[src/include/ufc_pkg.sv]
// package: register map, field layout and timing of the fifo control block
package ufc_pkg;
    // register byte addresses
    localparam logic [31:0] QCTL_ADDR     = 32'h4000_8008;
    localparam logic [31:0] IRQ_STAT_ADDR = 32'h4000_8040;
    localparam logic [31:0] IRQ_MASK_ADDR = 32'h4000_8044;
    localparam logic [31:0] STATE_ADDR    = 32'h4000_8048;

    // queue_control fields
    localparam int QC_ON_BIT     = 0;
    localparam int QC_RXFL_BIT   = 1;
    localparam int QC_TXFL_BIT   = 2;
    localparam int QC_THR_LSB    = 6;
    localparam int QC_THR_W      = 2;

    // reset values
    localparam logic            ON_RST   = 1'b0;
    localparam logic [1:0]      THR_RST  = 2'h0;
    localparam logic [2:0]      IRQ_RST  = 3'h0;

    // receive fill thresholds in characters
    localparam logic [7:0] THR_CHARS_0 = 8'h01;
    localparam logic [7:0] THR_CHARS_1 = 8'h04;
    localparam logic [7:0] THR_CHARS_2 = 8'h08;
    localparam logic [7:0] THR_CHARS_3 = 8'h0E;

    // interrupt identification codes
    localparam logic [3:0] IID_NONE = 4'h1;
    localparam logic [3:0] IID_RDA  = 4'h4;
    localparam logic [3:0] IID_CTI  = 4'hC;

    // interrupt status bits
    localparam int IRQ_RDA_BIT   = 0;
    localparam int IRQ_CTI_BIT   = 1;
    localparam int IRQ_FLUSH_BIT = 2;
    localparam int IRQ_W         = 3;

    // timing: clock period and one character time (10 bits at 115200 baud)
    localparam int CLK_PERIOD_NS  = 20;
    localparam int CHAR_TIME_NS   = 86806;
    localparam int CHAR_CLKS_DEF  = CHAR_TIME_NS / CLK_PERIOD_NS;
    // time-out length in character times, inside the 3.5 to 4.5 window
    localparam int TOUT_CHARS     = 4;

    typedef struct packed {
        logic rx;
        logic tx;
    } ufc_flush_t;

    typedef struct packed {
        logic [QC_THR_W-1:0] thr;
        logic                on;
    } ufc_ctrl_t;
endpackage : ufc_pkg

[src/logic/ufc_fifo_ctrl.sv]
// fifo control register with receive threshold, time-out and interrupt logic
`timescale 1ns/100ps

//
// Summary of operation
// - enable bit turns on both fifos; bits 7:1 taken only with enable set.
// - any change of the enable bit flushes both receive and transmit fifos.
// - writing one to bit one flushes the receive fifo; bit self-clears.
// - writing one to bit two flushes the transmit fifo; bit self-clears.
// - writing zero to a flush bit, with the enable bit unchanged, leaves its own fifo untouched.
// - threshold field 7:6 selects 1, 4, 8 or 14 characters.
// - control register is write-only; all fields reset to zero.
// - data-available interrupt, code 0100, while fill reaches the threshold.
// - time-out when fifo holds data and sees no activity for about four characters.
module ufc_fifo_ctrl #(
    parameter int LEVEL_W   = 5,
    parameter int CHAR_CLKS = ufc_pkg::CHAR_CLKS_DEF
) (
    input  wire logic                 clk_in,
    input  wire logic                 rst_in,
    input  wire logic [31:0]          addr_in,
    input  wire logic [31:0]          wr_data_in,
    input  wire logic                 wr_in,
    input  wire logic                 rd_in,
    output      logic [31:0]          rd_data_out,
    input  wire logic [LEVEL_W-1:0]   rx_level_in,
    input  wire logic                 rx_activity_in,
    output      ufc_pkg::ufc_flush_t  flush_out,
    output      ufc_pkg::ufc_ctrl_t   ctrl_out,
    output      logic [LEVEL_W-1:0]   rx_fill_threshold_out,
    output      logic                 rda_out,
    output      logic                 cti_out,
    output      logic [3:0]           int_id_out,
    output      logic                 irq_out
);
    import ufc_pkg::*;

    localparam int TOUT_CLKS = TOUT_CHARS * CHAR_CLKS;
    localparam int TOUT_W    = $clog2(TOUT_CLKS + 1);
    localparam logic [TOUT_W-1:0] TOUT_MAX = TOUT_W'(TOUT_CLKS);

    function automatic logic [LEVEL_W-1:0] thr_chars(input logic [1:0] code);
        logic [7:0] n;
        n = THR_CHARS_0;
        unique case (code)
            2'h0: n = THR_CHARS_0;
            2'h1: n = THR_CHARS_1;
            2'h2: n = THR_CHARS_2;
            2'h3: n = THR_CHARS_3;
        endcase
        return LEVEL_W'(n);
    endfunction : thr_chars

    // ---- register state
    ufc_ctrl_t             ctrl_r;
    ufc_ctrl_t             ctrl_nxt;
    ufc_flush_t            flush_r;
    ufc_flush_t            flush_nxt;
    logic [LEVEL_W-1:0]    thr_r;
    logic [TOUT_W-1:0]     idle_r;
    logic [TOUT_W-1:0]     idle_nxt;
    logic                  rda_r;
    logic                  rda_nxt;
    logic                  cti_r;
    logic                  cti_nxt;
    logic [3:0]            iid_r;
    logic [3:0]            iid_nxt;
    logic [IRQ_W-1:0]      stat_r;
    logic [IRQ_W-1:0]      stat_nxt;
    logic [IRQ_W-1:0]      mask_r;
    logic                  irq_r;
    logic [31:0]           rd_data_r;
    logic [31:0]           rd_data_nxt;

    // ---- address decode
    wire logic sel_qctl  = (addr_in == QCTL_ADDR);
    wire logic sel_stat  = (addr_in == IRQ_STAT_ADDR);
    wire logic sel_mask  = (addr_in == IRQ_MASK_ADDR);
    wire logic sel_state = (addr_in == STATE_ADDR);
    wire logic wr_qctl   = wr_in && sel_qctl;
    wire logic wr_stat   = wr_in && sel_stat;
    wire logic wr_mask   = wr_in && sel_mask;

    // ---- control register write
    wire logic new_on     = wr_data_in[QC_ON_BIT];
    wire logic on_change  = wr_qctl && (new_on != ctrl_r.on);
    // upper bits only land when the same write sets the enable bit
    wire logic upper_ok   = wr_qctl && new_on;
    wire logic rx_flush_w = upper_ok && wr_data_in[QC_RXFL_BIT];
    wire logic tx_flush_w = upper_ok && wr_data_in[QC_TXFL_BIT];

    always_comb begin
        ctrl_nxt = ctrl_r;
        if (wr_qctl) begin
            ctrl_nxt.on = new_on;
        end
        if (upper_ok) begin
            ctrl_nxt.thr = wr_data_in[QC_THR_LSB +: QC_THR_W];
        end
    end

    // flush bits are pulses, never stored: they self-clear next cycle
    assign flush_nxt.rx = rx_flush_w || on_change;
    assign flush_nxt.tx = tx_flush_w || on_change;

    // ---- receive threshold and data-available level
    // while disabled the fifo acts as one character deep
    wire logic [LEVEL_W-1:0] thr_nxt = ctrl_nxt.on ? thr_chars(ctrl_nxt.thr)
                                                   : LEVEL_W'(1);
    wire logic flushing   = flush_r.rx;
    wire logic rx_nonzero = (rx_level_in != '0);
    assign rda_nxt = !flush_nxt.rx && (rx_level_in >= thr_nxt);

    // ---- character time-out
    // any push or pop, or an empty or flushed fifo, restarts the idle count
    always_comb begin
        idle_nxt = idle_r;
        if (rx_activity_in || !rx_nonzero || flushing || flush_nxt.rx) begin
            idle_nxt = '0;
        end else if (idle_r != TOUT_MAX) begin
            idle_nxt = idle_r + TOUT_W'(1);
        end
    end
    assign cti_nxt = (idle_nxt == TOUT_MAX);

    // ---- identification, data-available ranks ahead of time-out
    assign iid_nxt = rda_nxt ? IID_RDA : (cti_nxt ? IID_CTI : IID_NONE);

    // ---- sticky status, set wins over a write-one clear
    wire logic [IRQ_W-1:0] stat_set = {flush_nxt.rx || flush_nxt.tx,
                                       cti_nxt && !cti_r,
                                       rda_nxt && !rda_r};
    wire logic [IRQ_W-1:0] stat_clr = wr_stat ? wr_data_in[IRQ_W-1:0] : '0;
    assign stat_nxt = (stat_r & ~stat_clr) | stat_set;
    wire logic [IRQ_W-1:0] mask_nxt = wr_mask ? wr_data_in[IRQ_W-1:0] : mask_r;

    // ---- read mux; control register reads as zero since it is write-only
    wire logic [31:0] state_word = {16'h0000,
                                    {(8 - LEVEL_W){1'b0}}, rx_level_in,
                                    2'h0, iid_r, cti_r, rda_r};
    always_comb begin
        rd_data_nxt = 32'h0000_0000;
        if (rd_in) begin
            if (sel_stat) begin
                rd_data_nxt = {{(32 - IRQ_W){1'b0}}, stat_r};
            end else if (sel_mask) begin
                rd_data_nxt = {{(32 - IRQ_W){1'b0}}, mask_r};
            end else if (sel_state) begin
                rd_data_nxt = state_word;
            end
        end
    end

    // ---- flops
    always_ff @(posedge clk_in) begin
        if (rst_in) begin
            ctrl_r    <= '{thr: THR_RST, on: ON_RST};
            flush_r   <= '{rx: 1'b0, tx: 1'b0};
            thr_r     <= LEVEL_W'(1);
            idle_r    <= '0;
            rda_r     <= 1'b0;
            cti_r     <= 1'b0;
            iid_r     <= IID_NONE;
            stat_r    <= IRQ_RST;
            mask_r    <= IRQ_RST;
            irq_r     <= 1'b0;
            rd_data_r <= 32'h0000_0000;
        end else begin
            ctrl_r    <= ctrl_nxt;
            flush_r   <= flush_nxt;
            thr_r     <= thr_nxt;
            idle_r    <= idle_nxt;
            rda_r     <= rda_nxt;
            cti_r     <= cti_nxt;
            iid_r     <= iid_nxt;
            stat_r    <= stat_nxt;
            mask_r    <= mask_nxt;
            irq_r     <= |(stat_nxt & mask_nxt);
            rd_data_r <= rd_data_nxt;
        end
    end

    assign rd_data_out           = rd_data_r;
    assign flush_out             = flush_r;
    assign ctrl_out              = ctrl_r;
    assign rx_fill_threshold_out = thr_r;
    assign rda_out               = rda_r;
    assign cti_out               = cti_r;
    assign int_id_out            = iid_r;
    assign irq_out               = irq_r;

    // independent quiet-cycle count bounds the time-out window from both sides
    localparam int QW = TOUT_W + 1;
    localparam logic [QW-1:0] QUIET_LO  = QW'((7 * CHAR_CLKS) / 2);
    localparam logic [QW-1:0] QUIET_HI  = QW'((9 * CHAR_CLKS) / 2);
    localparam logic [QW-1:0] QUIET_TOP = QUIET_HI + QW'(1);
    logic [QW-1:0]         quiet_r;
    wire logic quiet_now = rx_nonzero && !rx_activity_in && !flush_out.rx && !flush_nxt.rx;
    wire logic [QW-1:0] quiet_nxt = !quiet_now ? '0
                                  : (quiet_r == QUIET_TOP ? quiet_r : quiet_r + QW'(1));

    always_ff @(posedge clk_in) begin
        if (rst_in) begin
            quiet_r <= '0;
        end else begin
            quiet_r <= quiet_nxt;
        end
    end
endmodule : ufc_fifo_ctrl

[config.mk]
export PLATFORM = sky130hd
export DESIGN_NAME = ufc_fifo_ctrl
export DESIGN_NICKNAME = d
export VERILOG_FILES = /design/src/include/ufc_pkg.sv /design/src/logic/ufc_fifo_ctrl.sv
export SDC_FILE = /design/constraint.sdc
export NUM_CORES = 1
export LEC_CHECK = 0
export BUFFER_PORTS_ARGS = -buffer_cell sky130_fd_sc_hd__buf_4
export CAP_MARGIN = 20
export CORE_MARGIN = 3
export CORE_UTILIZATION = 41
export CTS_CLUSTER_DIAMETER = 30
export DETAILED_ROUTE_END_ITERATION = 7
export GPL_TIMING_DRIVEN = 0
export PLACE_DENSITY = 0.76
export SLEW_MARGIN = 20
export SYNTH_ARGS = -nofsm -noshare
export SYNTH_HDL_FRONTEND = slang
export SYNTH_SLANG_ARGS = --single-unit
[constraint.sdc]
create_clock -name clk_in -period 2.9 [get_ports clk_in]
set_clock_uncertainty 0.15 [all_clocks]
set_input_delay 0.145 -clock clk_in [delete_from_list [all_inputs] [get_ports clk_in]]
set_output_delay 0.145 -clock clk_in [all_outputs]
set_load 0.02 [all_outputs]
# Word-level counts from Yosys, hierarchy flattened
# Index checks and enable logic that the tools add are counted.
dict set report word_totals {
  ram_bits 0
  register_bits 49
  mem_count 0
  mem_bits_ro 0
  wordCells 72
  latch_bits 0
  output_inout_bits 49
  inputBits 74
}
dict set report op_classes {
  bitwise 6
  multipliers 0
  mux 13
  div_mod_pow 0
  n_addsub 1
  magnitude_cmp 1
  reduce_logical 26
  shift 0
  eq_ne 10
}
# op count
set ops {}
lappend ops {{32-bit by 31-bit == test with 1-bit output, second input constant} 4}
lappend ops {{15-bit two-way mux} 2}
lappend ops {{5-bit one-hot mux with 4 select lines} 1}
lappend ops {{3-bit two-way mux} 6}
lappend ops {{15-bit by 1-bit adder with 15-bit output, second input constant} 1}
lappend ops {{15-bit == test, second input constant} 1}
lappend ops {{15-bit inequality test, second input constant} 1}
lappend ops {{1-bit logical AND} 10}
lappend ops {{3-bit bitwise AND} 2}
lappend ops {{1-bit logical OR} 6}
lappend ops {{5-bit greater-or-equal comparator} 1}
lappend ops {{5-bit two-way mux} 1}
lappend ops {{5-bit nonzero test} 1}
lappend ops {{5-bit OR reduction} 1}
lappend ops {{2-bit == test, second input constant} 2}
lappend ops {{1-bit zero test} 4}
lappend ops {{4-bit two-way mux} 1}
lappend ops {{2-bit OR reduction} 2}
lappend ops {{3-bit inverter} 1}
lappend ops {{3-bit OR} 1}
lappend ops {{3-bit OR reduction} 1}
lappend ops {{2-bit by 1-bit == test with 1-bit output, second input constant} 1}
lappend ops {{2-bit zero test} 1}
lappend ops {{2-bit two-way mux} 1}
lappend ops {{other kinds (3)} 4}

# Longest topological paths before layout
dict set report logic_depth {
  ltp_word 13
  ltp_mapped 14
  depth_no_buf 13
}

# Worst setup path before layout
# Ideal clock, no wire load.
dict set report synth_timing {
  path_type {in2reg}
  start {input addr_in[2]}
  end {register irq_r (netlist: irq_out)}
  setup_ps 130
  n_path_buf 2
  t_arrival_ps 2671
  path_stages 13
  t_required_ps 2620
  path_slack_ps -51
  cell_sequence {clkbuf_1 nor4b_1 and3_1 and2_1 clkbuf_1 mux2i_1 or2_2 ha_1 o21ai_0 a21oi_1 o31ai_1 a2bb2oi_1 o221ai_2}
}
dict set report synth_between {
  elab_chain_cells 13
  elab_cells_between_ends 36
  cone_classes {order compare: 1; eq/ne: 7; mux: 7; bitwise: 4; reduce/logical: 17}
}
# element line
set synth_rtl {}
lappend synth_rtl {{from (decl)} ufc_fifo_ctrl.sv:21} ;# input wire logic [31:0] addr_in,
lappend synth_rtl {{32-bit by 31-bit == test with 1-bit output} ufc_fifo_ctrl.sv:76} ;# wire logic sel_qctl = (addr_in == QCTL_ADDR);
lappend synth_rtl {{1-bit logical AND} ufc_fifo_ctrl.sv:80} ;# wire logic wr_qctl = wr_in && sel_qctl;
lappend synth_rtl {{1-bit logical AND} ufc_fifo_ctrl.sv:88} ;# wire logic upper_ok = wr_qctl && new_on;
lappend synth_rtl {{2-bit two-way mux} ufc_fifo_ctrl.sv:97} ;# if (upper_ok) begin
lappend synth_rtl {{2-bit == test, or another cell as far along} ufc_fifo_ctrl.sv:45} ;# unique case (code)
lappend synth_rtl {{5-bit one-hot mux with 4 select lines} ufc_fifo_ctrl.sv:45}
lappend synth_rtl {{5-bit two-way mux} ufc_fifo_ctrl.sv:108} ;# wire logic [LEVEL_W-1:0] thr_nxt = ctrl_nxt.on ? thr_chars(ctrl_nxt.thr)
lappend synth_rtl {{5-bit greater-or-equal comparator} ufc_fifo_ctrl.sv:112} ;# assign rda_nxt = !flush_nxt.rx && (rx_level_in >= thr_nxt);
lappend synth_rtl {{1-bit logical AND} ufc_fifo_ctrl.sv:112}
lappend synth_rtl {{1-bit logical AND} ufc_fifo_ctrl.sv:132} ;# rda_nxt && !rda_r};
lappend synth_rtl {{3-bit OR} ufc_fifo_ctrl.sv:134} ;# assign stat_nxt = (stat_r & ~stat_clr) | stat_set;
lappend synth_rtl {{3-bit bitwise AND *} ufc_fifo_ctrl.sv:178} ;# irq_r <= |(stat_nxt & mask_nxt);
lappend synth_rtl {{3-bit OR reduction *} ufc_fifo_ctrl.sv:178}
lappend synth_rtl {{to (signal assigned)} ufc_fifo_ctrl.sv:178}
lappend synth_rtl {{to (decl)} ufc_fifo_ctrl.sv:71} ;# logic irq_r;
# Every way passes the cells marked *; elsewhere a longest branch is shown, timed or not. The select of a mux whose other input is x is not followed.
# A chain may end at the register's enable or synchronous reset.

# Worst setup path after layout
dict set report layout_timing {
  start {register idle_r[0]}
  end {register iid_r[0] (netlist: int_id_out[0])}
}
dict set report layout_between {
  elab_chain_cells 6
  elab_cells_between_ends 7
  cone_classes {add/sub: 1; eq/ne: 2; mux: 4}
}
# element line
set layout_rtl {}
lappend layout_rtl {{from (decl)} ufc_fifo_ctrl.sv:60} ;# logic [TOUT_W-1:0] idle_r;
lappend layout_rtl {{from (signal assigned)} ufc_fifo_ctrl.sv:172} ;# idle_r <= idle_nxt;
lappend layout_rtl {{15-bit by 1-bit adder with 15-bit output / 15-bit inequality test (equally long branches)} {ufc_fifo_ctrl.sv:121, ufc_fifo_ctrl.sv:120}}
lappend layout_rtl {{15-bit two-way mux *} ufc_fifo_ctrl.sv:120} ;# end else if (idle_r != TOUT_MAX) begin
lappend layout_rtl {{15-bit two-way mux *} ufc_fifo_ctrl.sv:118} ;# if (rx_activity_in || !rx_nonzero || flushing || flush_nxt.rx) begin
lappend layout_rtl {{15-bit == test *} ufc_fifo_ctrl.sv:124} ;# assign cti_nxt = (idle_nxt == TOUT_MAX);
lappend layout_rtl {{4-bit two-way mux *} ufc_fifo_ctrl.sv:127} ;# assign iid_nxt = rda_nxt ? IID_RDA : (cti_nxt ? IID_CTI : IID_NONE);
lappend layout_rtl {{3-bit two-way mux *} ufc_fifo_ctrl.sv:127}
lappend layout_rtl {{to (signal assigned)} ufc_fifo_ctrl.sv:175} ;# iid_r <= iid_nxt;
lappend layout_rtl {{to (decl)} ufc_fifo_ctrl.sv:66} ;# logic [3:0] iid_r;
# Every way passes the cells marked *; elsewhere a longest branch is shown, timed or not.

==> results.md <==
* Design area at 3390 sq um
* Worst flop-to-flop path startpoint: idle_r[0]
* Initial Utilization at 0.437
* Post-Syn Area at between 2000 and 2500 sq um
* Clock Tree Buf Depth at 2
* Compound-cell area share of the yosys netlist at 0.0671
* HP Start: addr_in[3]
* Worst Path Required at approximately 2.9 ns
* Dpl cells at 455
* Final hold vios at 0
* Ports at roughly 120
* Clock Tree Root: clkbuf_8
* Worst Hold Slack at roughly 0.077 ns
* # rows at 27
* Routed WL at between 6000 and 7000 um
* Clock-pin slew on the worst setup and hold paths at approximately 0.08 ns
* TritonCTS clock tree: yes
* Post-synthesis xor/xnor area fraction at 0.0459
* Routed WL per cell at ~13 um
* I/O Buffers at 70
* Core area at about 5700 sq um
* Gr ovfl total at 0
* Yosys reg bits at 46
* Critical R2R Capture: int_id_out[0]
* Synth unique cells at 49
* Yosys warns at 0
* Placed inst area at 3190 sq um
* Share of post-route cells with drive strength above 1 at 0.327
* Most common cell after layout, fill and taps aside: buf_4
* Clk_lat worst skew at slightly below 0.3 ns
* Number of vias per cell at ~5
* Pin count of the biggest net entering global routing at 14
* Overall Global Routing Usage at 0.171
* Maximum VDD drop at 0.169 mV
* Register area share after synthesis at 0.372
* Syn Area/Cell at 8.55 sq um
* Pwr Density at around 350 nW/um^2
* TritonCTS Buffers at 5
* Nets@finish at 478
* First-pass GRT wire length at 10000 um
* DIE WIDTH at 83.8 um
* Largest family of logic cells by synthesized area: simple AND/OR/NAND/NOR gates
* RSZ-0062 raised after global routing: no
* Leakage at between 1.5 and 2 nW
* Min Tclk post-route at roughly 2.8 ns
* Tcrit/Tclk final at 0.961
* Fraction of registers with async set/reset at 0
* Vias in the first global route at 2282
* # clock sinks at 46
* EDFF count, synth at 0
* Startpoint types: flop
* Vias at between 2000 and 2500
* Post-DRT Antenna Nets at 0
* Area growth syn-to-layout at 36.9%
* Adder-cell share of the synthesized area at 0.0303
* WHS Path Cells at 4
* Status: finished clean
* Setup Crit Path Kind: flop to flop
* Multiplexer area fraction after synthesis at 0.0328
* Initial antenna violation count at 0
* DP HPWL at between 4000 and 5000 um
* Final Core Density at 0.598
* Die Ht at between 80 and 90 um
* Die Area at 7010 sq um
* Final setup fails at 0
* Remaining DRCs at 0
* Post-Synth Simple-Gate Area at 0.340
* Worst min-delay path class: primary input to flop
* Worst-margin pin slew at 0.562 ns
* Max-cap viol count at 0
* Top_reg_cell synth: dfxtp_1
* Rel. slew slack at 0.622
* Worst-path fanout max at 7
* Fin. max-slew vios at 0
* Final GP Congestion at 0.884
* Reg2reg path depth at 9
* H-tree depth at 2
* Antenna cells at 0
* Crit end category: flop
* Finished Layout Cells at between 400 and 500
* FMAX at 359 MHz
* Initial DRC Count at just over 70
* Arr. time, crit path at approximately 2.8 ns
* Gate Count Post-Synth at 290
* Commonest cells after routing, fill and taps aside: buf_4 (96), dfxtp_1 (45), nor2_1 (44)
* R2r setup slk at ~0.11 ns
* End of the worst hold path: rd_data_out[0]
* First drt pass iteration count at 4
* Final Power at roughly 1.2 mW
==> worst max-delay path, cell delays in order, from the launching register on <==
cell and delay, ns:
dfxtp_2 0.36, ha_2 0.22, and4_4 0.19, buf_6 0.12, and2_4 0.16, a211oi_2 0.20, a41oi_1 0.08, or4b_1 0.50
or4_4 0.55, nor2b_4 0.14
==> stage by stage <==
stage | worst slack, ns | TNS [ns]
after floorplan | 0.0142 | 0
after global placement | -0.399 | -1.02
after detailed placement | -0.458 | -1.41
after CTS | 0.000415 | 0
after global routing | 0.00294 | 0
final | 0.114 | 0
==> synth_stat cells, types with 5 or more instances <==
cell type,count,area share
a21oi_1,13,0.026
and2_1,8,0.020
buf_4,25,0.076
clkbuf_1,5,0.0076
dfxtp_1,46,0.37
ha_1,6,0.030
inv_1,12,0.018
mux2i_1,7,0.028
nand2_1,15,0.023
nand3_1,5,0.010
nand4_1,8,0.020
nor2_1,44,0.067
nor3_1,11,0.022
nor4_1,14,0.035
xor2_1,10,0.035
==> flip-flops by register name, indices dropped and copies added (netlist names) <==
| name | count |
|---|---|
| idle_r | 15 |
| rd_data_out | 10 |
| rx_fill_threshold_out | 4 |
| ctrl_out | 3 |
| int_id_out | 3 |
| mask_r | 3 |
| stat_r | 3 |
| cti_out | 1 |
| flush_out | 1 |
| flushing | 1 |
| irq_out | 1 |
| rda_out | 1 |
==> final cells by class <==
| type | count | area, sq um |
|---|---|---|
| inverters | 12 | 45.0 |
| multi-input cells | 223 | 1420 |
| flip-flops and latches | 46 | 922 |
| clock buffers | 5 | 68.8 |
| fillers | 513 | 2280 |
| plain buffers | 31 | 225 |
| well taps | 72 | 90.1 |
| repair buffers | 79 | 613 |
| clock inverters | 2 | 10.0 |
==> cells by family (layout without fill, tap and decap cells) <==
logic type | Yosys count | in the layout
buffers and inverters | 44 | 129
other | 1 | 24
AO/OA/AOI/OAI | 26 | 26
flip-flops | 46 | 46
AND/OR/NAND/NOR | 146 | 146
multiplexers | 8 | 8
adder cells (fa/ha/maj) | 6 | 6
XOR/XNOR | 13 | 13
==> worst max-delay path by stage <==
stage / slack (ns) / to / cells past startpoint / from
after floorplan: 0.01 / irq_out / 13 / addr_in[2]
final: 0.11 / int_id_out[0] / 9 / idle_r[0]
after detailed placement: -0.46 / irq_out / 14 / addr_in[29]
after global placement: -0.40 / irq_out / 14 / addr_in[29]
after CTS: 0.0004 / irq_out / 9 / idle_r[0]
after global routing: 0.003 / irq_out / 13 / addr_in[14]
==> routing by layer <==
metal  vias to the layer above  share of wire  track usage
li1                       1190              -            -
met2                        92           0.50        0.320
met3                        13          0.079       0.0405
met5                         -              0            0
met1                      1060           0.40        0.186
met4                         0          0.024       0.0629
==> where the power goes <==
| group | switching, mW | internal (mW) |
|---|---|---|
| combinational | 0.0897 | 0.0933 |
| sequential | 0.00578 | 0.637 |
| clock | 0.200 | 0.162 |
==> repair_timing <==
action                                  4_1_cts  5_1_grt
hold buffers                                  8        0
gates cloned                                  0        0
gates resized for setup                       2        7
endpoints found under the hold margin         9        0
pin swaps                                     1        1
endpoints found under the setup margin        4        7
buffers inserted                              1        0
Note: power is estimated with default switching activity, not from simulation.
